File: src/hdl/scd_pkg.sv
// shared constants, types and helpers of the system clock divider block
package scd_pkg;

  // ----------------------------------------------------------------
  // cpu divider codes
  // ----------------------------------------------------------------
  localparam logic [2:0] DIV_CODE_BY8 = 3'h0;
  localparam logic [2:0] DIV_CODE_BY4 = 3'h1;
  localparam logic [2:0] DIV_CODE_BY2 = 3'h2;
  localparam logic [2:0] DIV_CODE_BY1 = 3'h3;
  localparam logic [2:0] DIV_CODE_BAD_A = 3'h4;
  localparam logic [2:0] DIV_CODE_BAD_B = 3'h5;
  localparam logic [2:0] DIV_CODE_BY16 = 3'h6;
  localparam logic [2:0] DIV_CODE_BY32 = 3'h7;

  // ----------------------------------------------------------------
  // reset values
  // ----------------------------------------------------------------
  localparam logic [2:0] DIV_CODE_RESET = DIV_CODE_BY2;
  localparam logic [1:0] LOAD_PULL_RESET = 2'h0;
  localparam logic [2:0] BIAS_TRIM_RESET = 3'h0;
  localparam logic SRC_RC_RESET = 1'b1;
  localparam logic TARGET_RC_RESET = 1'b0;
  localparam logic PD_POLICY_RESET = 1'b0;

  // ----------------------------------------------------------------
  // timing
  // ----------------------------------------------------------------
  localparam int REF_CLK_PERIOD_NS = 50;
  localparam int XTAL_STARTUP_NS = 1000000;
  localparam int XTAL_STARTUP_CYC =
    (XTAL_STARTUP_NS + REF_CLK_PERIOD_NS - 1) / REF_CLK_PERIOD_NS;
  localparam logic [4:0] PERIPH_DIV_LAST = 5'h01;

  // ----------------------------------------------------------------
  // types
  // ----------------------------------------------------------------
  typedef logic [4:0] scd_count_t;

  // ----------------------------------------------------------------
  // helpers
  // ----------------------------------------------------------------
  // last count value of one cpu clock period for a code
  function automatic scd_count_t scd_div_last(input logic [2:0] code);
    scd_count_t last;
    last = 5'h00;
    case (code)
      DIV_CODE_BY8: last = 5'h07;
      DIV_CODE_BY4: last = 5'h03;
      DIV_CODE_BY2: last = 5'h01;
      DIV_CODE_BY1: last = 5'h00;
      DIV_CODE_BY16: last = 5'h0f;
      DIV_CODE_BY32: last = 5'h1f;
      default: last = 5'h01;
    endcase
    return last;
  endfunction : scd_div_last

  // codes that name no divisor
  function automatic logic scd_code_bad(input logic [2:0] code);
    return (code == DIV_CODE_BAD_A) || (code == DIV_CODE_BAD_B);
  endfunction : scd_code_bad

endpackage : scd_pkg

File: src/hdl/scd_edge_sync.sv
// two-stage synchroniser with rising edge pulse for an oscillator pin
`timescale 1ns/1ps
module scd_edge_sync (
  input wire logic ref_clk,
  input wire logic rst,
  input wire logic pin,
  output logic rise
);
  logic meta;
  logic sync;
  logic prev;

  // ----------------------------------------------------------------
  // synchroniser and edge detect
  // ----------------------------------------------------------------
  always_ff @(posedge ref_clk) begin
    if (rst) begin
      meta <= 1'b0;
      sync <= 1'b0;
      prev <= 1'b0;
    end else begin
      meta <= pin;
      sync <= meta;
      prev <= sync;
    end
  end

  assign rise = sync & ~prev;

endmodule : scd_edge_sync

File: src/hdl/scd_clock_ctrl.sv
// system clock source select, cpu and peripheral clock enable divider
`timescale 1ns/1ps
//Behaviour
//select rc oscillator when source select is true, else crystal
//peripheral clock is selected source divided by two
//cpu clock divides source per 3-bit code: 8,4,2,1,-,-,16,32
//codes 100 and 101 refused, divider kept, failure reported
//wake from sleep restores cpu divider to divide-by-two
//status shows applied cpu divider code, same encoding
//status shows whether rc or crystal drives system clock
//stable flag true only while crystal runs and has settled
//crystal selected but off: power up, switch once stable
//rc selected with power-down set: crystal off, else kept powered; code also powers crystal off while sleep_active
//keep-off setting taken only when a source is selected
//2-bit load pull held, 0 adds nothing, 1..3 add picofarads
//3-bit bias trim held and driven to oscillator bias control
//radio must stay idle while rc drives the system clock
//source and divider changes never truncate any clock pulse
module scd_clock_ctrl #(
  parameter int XTAL_STARTUP_CYCLES = scd_pkg::XTAL_STARTUP_CYC
) (
  input wire logic ref_clk,
  input wire logic rst,
  input wire logic rc_osc_clk,
  input wire logic xtal_osc_clk,
  input wire logic select_strobe,
  input wire logic clock_source_select,
  input wire logic xtal_power_down_request,
  input wire logic xtal_off_when_idle,
  input wire logic rate_strobe,
  input wire logic [2:0] cpu_divider_code,
  input wire logic sleep_active,
  input wire logic wake_from_sleep,
  input wire logic xtal_cfg_strobe,
  input wire logic [1:0] xtal_load_pull,
  input wire logic [2:0] xtal_bias_trim,
  output logic sys_clk_en,
  output logic cpu_clk_en,
  output logic periph_clk_en,
  output logic source_is_rc,
  output logic [2:0] divider_status,
  output logic xtal_stable,
  output logic xtal_power_en,
  output logic select_busy,
  output logic rate_done,
  output logic rate_ok,
  output logic radio_allowed,
  output logic [1:0] xtal_load_cap,
  output logic [2:0] xtal_bias_ctrl
);
  import scd_pkg::*;

  localparam int STW = $clog2(XTAL_STARTUP_CYCLES + 1);
  localparam logic [STW-1:0] ST_LAST = STW'(XTAL_STARTUP_CYCLES);

  // ----------------------------------------------------------------
  // state
  // ----------------------------------------------------------------
  logic rc_tick;
  logic xtal_tick;
  logic target_rc;
  logic active_rc;
  logic pd_policy;
  logic [STW-1:0] st_cnt;
  scd_count_t div_cnt;
  logic periph_ph;
  logic [2:0] div_code;
  logic [2:0] pend_code;
  logic pend_valid;

  // ----------------------------------------------------------------
  // oscillator pins
  // ----------------------------------------------------------------
  scd_edge_sync u_rc_sync (
    .ref_clk(ref_clk),
    .rst(rst),
    .pin(rc_osc_clk),
    .rise(rc_tick)
  );

  scd_edge_sync u_xtal_sync (
    .ref_clk(ref_clk),
    .rst(rst),
    .pin(xtal_osc_clk),
    .rise(xtal_tick)
  );

  // ----------------------------------------------------------------
  // decode
  // ----------------------------------------------------------------
  wire src_tick = active_rc ? rc_tick : xtal_tick;
  wire [4:0] cur_last = scd_div_last(div_code);
  wire cpu_wrap = div_cnt == cur_last;
  // a boundary ends both a cpu and a peripheral period
  wire boundary = src_tick & cpu_wrap & periph_ph;
  wire crystal_idle = target_rc & active_rc & pd_policy;
  wire next_power = ~sleep_active & ~crystal_idle;
  wire st_done = st_cnt == ST_LAST;
  wire want_switch = (target_rc != active_rc)
                     & (target_rc | xtal_stable);
  wire do_switch = want_switch & boundary;
  wire rate_bad = scd_code_bad(cpu_divider_code);
  wire [4:0] next_div_cnt = cpu_wrap ? 5'h00 : 5'(div_cnt + 5'h01);

  assign sys_clk_en = src_tick;
  assign cpu_clk_en = src_tick & cpu_wrap;
  assign periph_clk_en = src_tick & periph_ph;
  assign source_is_rc = active_rc;
  assign divider_status = div_code;
  assign xtal_stable = xtal_power_en & st_done;
  assign select_busy = target_rc != active_rc;
  assign radio_allowed = ~active_rc;

  // ----------------------------------------------------------------
  // source selection and crystal power
  // ----------------------------------------------------------------
  always_ff @(posedge ref_clk) begin
    if (rst) begin
      target_rc <= TARGET_RC_RESET;
      pd_policy <= PD_POLICY_RESET;
    end else if (select_strobe) begin
      target_rc <= clock_source_select;
      // policy sampled only here, not tracked later
      pd_policy <= xtal_power_down_request | xtal_off_when_idle;
    end
  end

  always_ff @(posedge ref_clk) begin
    if (rst) begin
      active_rc <= SRC_RC_RESET;
    end else if (do_switch) begin
      active_rc <= target_rc;
    end
  end

  always_ff @(posedge ref_clk) begin
    if (rst) begin
      xtal_power_en <= 1'b0;
      st_cnt <= '0;
    end else begin
      xtal_power_en <= next_power;
      if (!xtal_power_en) begin
        st_cnt <= '0;
      end else if (!st_done) begin
        st_cnt <= STW'(st_cnt + 1'b1);
      end
    end
  end

  // ----------------------------------------------------------------
  // dividers
  // ----------------------------------------------------------------
  always_ff @(posedge ref_clk) begin
    if (rst) begin
      div_cnt <= 5'h00;
      periph_ph <= 1'b0;
    end else if (src_tick) begin
      div_cnt <= next_div_cnt;
      periph_ph <= ~periph_ph;
    end
  end

  always_ff @(posedge ref_clk) begin
    if (rst) begin
      div_code <= DIV_CODE_RESET;
    end else if (boundary && pend_valid) begin
      div_code <= pend_code;
    end
  end

  // ----------------------------------------------------------------
  // rate requests
  // ----------------------------------------------------------------
  always_ff @(posedge ref_clk) begin
    if (rst) begin
      pend_code <= DIV_CODE_RESET;
      pend_valid <= 1'b0;
    end else if (wake_from_sleep) begin
      pend_code <= DIV_CODE_BY2;
      pend_valid <= 1'b1;
    end else if (rate_strobe && !rate_bad) begin
      pend_code <= cpu_divider_code;
      pend_valid <= 1'b1;
    end else if (boundary) begin
      pend_valid <= 1'b0;
    end
  end

  always_ff @(posedge ref_clk) begin
    if (rst) begin
      rate_done <= 1'b0;
      rate_ok <= 1'b0;
    end else begin
      rate_done <= rate_strobe;
      if (rate_strobe) begin
        rate_ok <= ~rate_bad;
      end
    end
  end

  // ----------------------------------------------------------------
  // crystal settings
  // ----------------------------------------------------------------
  always_ff @(posedge ref_clk) begin
    if (rst) begin
      xtal_load_cap <= LOAD_PULL_RESET;
      xtal_bias_ctrl <= BIAS_TRIM_RESET;
    end else if (xtal_cfg_strobe) begin
      xtal_load_cap <= xtal_load_pull;
      xtal_bias_ctrl <= xtal_bias_trim;
    end
  end

  // ----------------------------------------------------------------
  // checks
  // ----------------------------------------------------------------
  rate_reject_a: assert property (
    @(posedge ref_clk) disable iff (rst)
    rate_strobe && rate_bad |=> rate_done && !rate_ok)
    else $error("bad divider code not refused");

  rate_accept_a: assert property (
    @(posedge ref_clk) disable iff (rst)
    rate_strobe && !rate_bad && !wake_from_sleep
    |=> rate_ok && pend_valid && pend_code == $past(cpu_divider_code))
    else $error("good divider code not taken");

  rate_keep_a: assert property (
    @(posedge ref_clk) disable iff (rst)
    rate_strobe && rate_bad && !wake_from_sleep
    |=> pend_code == $past(pend_code))
    else $error("bad divider code changed pending divider");

  wake_div_a: assert property (
    @(posedge ref_clk) disable iff (rst)
    wake_from_sleep |=> pend_valid && pend_code == DIV_CODE_BY2)
    else $error("wake did not restore divide by two");

  stable_power_a: assert property (
    @(posedge ref_clk) disable iff (rst)
    $rose(xtal_stable) |-> $past(xtal_power_en, 2))
    else $error("crystal stable without settling time");

  xtal_switch_a: assert property (
    @(posedge ref_clk) disable iff (rst)
    $fell(active_rc) |-> $past(xtal_stable) && !$past(target_rc))
    else $error("switched to crystal before stable");

  pd_idle_a: assert property (
    @(posedge ref_clk) disable iff (rst)
    crystal_idle ##1 crystal_idle |-> !xtal_power_en)
    else $error("crystal powered while idle policy set");

  clean_switch_a: assert property (
    @(posedge ref_clk) disable iff (rst)
    $changed(active_rc) || $changed(div_code)
    |-> $past(boundary) && div_cnt == 5'h00 && !periph_ph)
    else $error("clock change off a period boundary");

  periph_half_a: assert property (
    @(posedge ref_clk) disable iff (rst)
    periph_clk_en |-> sys_clk_en && periph_ph)
    else $error("peripheral enable not every second tick");

  cpu_period_a: assert property (
    @(posedge ref_clk) disable iff (rst)
    cpu_clk_en |-> div_cnt == scd_div_last(div_code))
    else $error("cpu enable at wrong count");

  src_rc_a: assert property (
    @(posedge ref_clk) disable iff (rst)
    active_rc && sys_clk_en |-> rc_tick)
    else $error("system tick not from rc oscillator");

  src_xtal_a: assert property (
    @(posedge ref_clk) disable iff (rst)
    !active_rc && sys_clk_en |-> xtal_tick)
    else $error("system tick not from crystal");

  status_code_a: assert property (
    @(posedge ref_clk) disable iff (rst)
    !scd_code_bad(divider_status))
    else $error("applied divider code is invalid");

  radio_block_a: assert property (
    @(posedge ref_clk) disable iff (rst)
    source_is_rc |-> !radio_allowed)
    else $error("radio allowed while on rc");

  sleep_power_a: assert property (
    @(posedge ref_clk) disable iff (rst)
    sleep_active |=> !xtal_power_en)
    else $error("crystal powered during sleep");

  policy_hold_a: assert property (
    @(posedge ref_clk) disable iff (rst)
    !select_strobe |=> $stable(pd_policy))
    else $error("power policy changed without select");

  load_pull_a: assert property (
    @(posedge ref_clk) disable iff (rst)
    xtal_cfg_strobe |=> xtal_load_cap == $past(xtal_load_pull))
    else $error("load pull setting not applied");

  bias_trim_a: assert property (
    @(posedge ref_clk) disable iff (rst)
    xtal_cfg_strobe |=> xtal_bias_ctrl == $past(xtal_bias_trim))
    else $error("bias trim setting not applied");

endmodule : scd_clock_ctrl

File: config.mk
export PLATFORM = sky130hd
export DESIGN_NAME = scd_clock_ctrl
export DESIGN_NICKNAME = d
export VERILOG_FILES = /design/src/hdl/scd_pkg.sv /design/src/hdl/scd_edge_sync.sv /design/src/hdl/scd_clock_ctrl.sv
export SDC_FILE = /design/constraint.sdc
export NUM_CORES = 1
export LEC_CHECK = 0
export ABC_AREA = 1
export BUFFER_PORTS_ARGS = -buffer_cell sky130_fd_sc_hd__buf_2
export CORE_MARGIN = 4
export CORE_UTILIZATION = 35
export CTS_CLUSTER_DIAMETER = 120
export DETAILED_ROUTE_END_ITERATION = 7
export GPL_ROUTABILITY_DRIVEN = 0
export GPL_TIMING_DRIVEN = 0
export PLACE_DENSITY_LB_ADDON = 0.12
export SYNTH_ARGS = -nofsm -noshare
export SYNTH_HDL_FRONTEND = slang
export SYNTH_SLANG_ARGS = --single-unit
export TNS_END_PERCENT = 100
File: constraint.sdc
create_clock -name ref_clk -period 2.7 [get_ports ref_clk]
set_input_delay 0.54 -clock ref_clk [delete_from_list [all_inputs] [get_ports ref_clk]]
set_output_delay 0.54 -clock ref_clk [all_outputs]
set_load 0.03 [all_outputs]
==> impl_metrics.py <==
metrics = {
    "status": {
        "outcome": "complete, no violations",
    },
    "cells_and_area": {
        "finalInstanceArea_mm2": 0.002427,
        "multi_input_area_um2": 944.7,
        "ff_latch_area_um2": 903.4,
        "finalNetCount": 352,
        "fillerInstances": 591,
        "instances_no_fill": 400,
        "diodes": 0,
        "drive_above_1_share_pct": 21.04,
        "post-route-util_pct": 43.81,
        "area_growth_pct": 20.05,
    },
    "sta": {
        "fin_skew_ps": 2.834,
        "timing.fmax_mhz": 401.9,
        "post-route-period-util_pct": 92.16,
        "worst_pin_slew_ps": 498.9,
        "drv_slew": 0,
        "relSlewSlack_pct": 66.74,
        "finalSetupViolCount": 0,
        "fin_ws_ps": 211.7,
        "hold_viol": 0,
        "period_needed_ps": 2488,
        "fin_tns_setup_ps": 0,
        "hold_slack_ps": 405.1,
    },
    "route": {
        "drtPass1Iterations": 4,
        "wl_per_cell_um": 10.22,
        "drt_wl_total_um": 4088,
        "drc": 0,
        "drt_iter0_drc": 58,
        "vias": 1753,
        "antenna_left": 0,
        "vias_per_cell": 4.383,
    },
    "synthesis": {
        "synth_fa_ha_area_share_pct": 3.094,
        "synth_nets": 307,
        "synth_xor_area_share_pct": 1.300,
        "netlist_instances": 282,
        "synth_top_area_share_pct": 44.55,
        "ys_seq_area_share_pct": 44.55,
        "synth.area.mux_share_pct": 0,
        "yosys-top-cells-count": "nor2_1 (53), nand2_1 (47), dfxtp_1 (45)",
        "synth-edff-count": 0,
        "syn_area_per_cell_um2": 7.170,
        "synth_compound_area_share_pct": 10.15,
        "synth_top_area_cell": "dfxtp_1",
        "post-synth-top-count-cell": "nor2_1",
        "synthSimpleGateAreaFrac_pct": 32.18,
        "netlist_area_mm2": 0.002022,
        "synth_ff_type": "dfxtp_1",
        "synth_top_family_by_area": "simple AND/OR/NAND/NOR gates",
        "synthArstFlopShare_pct": 0,
        "ys_top_cells_by_area": "dfxtp_1 (45%), nor2_1 (9.8%), nand2_1 (8.7%)",
        "synth_seq_cells": 45,
        "netlist-cell-type-count": 25,
        "synth_warnings": 0,
    },
    "global_routing": {
        "grt_pass1_wl_um": 7031,
        "overflow": 0,
        "grt_max_degree": 15,
        "antenna_found_initial": 0,
        "grt_usage_pct": 12.26,
        "grt_pass1_vias": 1633,
    },
    "clocking": {
        "clock_path_buffers": 2,
        "numCtsBuffers": 5,
        "htreeDepth": 2,
        "cts.clk_slew.worst_paths_ps": 80,
        "hold_buffers": 0,
        "cts_tree": "yes",
        "root_buffer": "clkbuf_8",
        "cts_sinks": 45,
        "insertion_delay_ps": 290,
    },
    "floorplan": {
        "rows": 27,
        "die_width_um": 84.01,
        "boundaryPins": 38,
        "die-area_mm2": 0.007057,
        "initial_utilization_pct": 36.50,
        "dieHeight_um": 84.01,
        "core_area_mm2": 0.005540,
    },
    "critical_path": {
        "cp_common_cell": "nand2_1",
        "r2r-start": "divider_status[1]",
        "crit_path_start_kind": "register",
        "r2r.worst_path.cells": 13,
        "max_stage_delay_ps": 360,
        "reg2reg_setup_slack_ps": 850,
        "arrival_ps": 1950,
        "worstSetupPathType": "register to output port",
        "startpoint": "divider_status[1]",
        "cp.required_ps": 2160,
        "path_max_fanout": 7,
        "endpoint_kind": "output port",
        "r2r_end": "divider_status[0]",
        "crit_chain": "ha_1 > nand2_1 > inv_1 > nor2_1 > nand2_1 > nor2_1 > nand3_1 > nor2_4 > nand2_1 > inv_1 > buf_2",
        "crit_slowest_cell": "dfxtp_2",
    },
    "placement": {
        "dpl.hpwl_um": 3096,
        "place_ws_ps": 394.5,
        "dp.cells": 391,
        "place_area_mm2": 0.002297,
        "portBuffers": 37,
    },
    "power": {
        "power_density_mw_per_mm2": 546.5,
        "p_leak_nw": 1.149,
        "power_mw": 1.327,
        "peakVddDrop_v": 0.0002472,
    },
    "job": {
        "drv_cap": 0,
    },
    "hold_path": {
        "holdPathEnd": "u_rc_sync.sync",
        "worstHoldStart": "u_rc_sync.meta",
        "hold_class": "register to register",
        "whs_path_depth": 2,
    },
}
## worst max-delay path by stage
stage / endpoint / slack, ps / depth (start not counted)
floorplan: cpu_clk_en / 410 / 10
global placement: cpu_clk_en / 400 / 11
detailed placement: cpu_clk_en / 390 / 11
CTS: cpu_clk_en / 60 / 11
global route: cpu_clk_en / -6 / 11
finish: cpu_clk_en / 210 / 11
## cells by family after synthesis
logic type,Yosys count
AND/OR/NAND/NOR,142
buffers and inverters,47
flip-flops,45
AO/OA/AOI/OAI,40
adder cells (fa/ha/maj),5
XOR/XNOR,3
## power by group
group	internal (mW)	switching (mW)	total, mW	leakage [nW]
combinational	0.0361	0.0662	0.102	0.724
clock	0.301	0.230	0.531	0.0574
sequential	0.682	0.0106	0.693	0.367
total	1.02	0.307	1.33	1.15
## final cells by class
class | count | share of cell area, %
Tap cell | 72 | 3.711
Clock buffer | 6 | 3.402
Buffer | 3 | 0.4639
Sequential cell | 45 | 37.22
Timing Repair Buffer | 38 | 7.938
Multi-Input combinational cell | 190 | 38.92
Inverter | 44 | 6.804
Clock inverter | 2 | 1.546
## sequential cells by signal, indices dropped and copies added, names as in the netlist, 2 cells and up
| name | count |
|---|---|
| st_cnt | 15 |
| div_cnt | 5 |
| divider_status | 3 |
| pend_code | 3 |
| xtal_bias_ctrl | 3 |
| xtal_load_cap | 2 |
## routing by layer
metal / wire [µm] / track usage (%)
met5: 0 / 0
met4: 51 / 4.386
met3: 246 / 4.442
met2: 1684 / 17.72
met1: 2106 / 16.70
## critical path: cells and delay by family, from the launching register on
kind                       cells  cell delay (ps)
DFF                            1              360
and+or+nand+nor                7              680
adders and majority gates      1              350
buffers and inverters          3              280
## cell usage in the layout (no fill, tap or decap), types with 2 or more instances in the layout
master and instances:
a21oi_1 20, buf_2 37, clkbuf_1 3, clkbuf_8 6, dfxtp_1 43, dfxtp_2 2
ha_1 5, inv_1 38, inv_2 5, nand2_1 47, nand2_2 7, nand2_4 2
nand3_1 12, nand4_1 7, nor2_1 53, nor2_2 3, nor2_4 2, nor3_1 5
o21ai_0 15, o21ai_1 3, xor2_1 3
## repair_timing
action                                  CTS  global route
gates resized for setup                   0             2
endpoints found under the setup margin    0             1
buffers inserted                          0             1
hold endpoints to repair                  0             0
(Power assumes the default switching activity.)
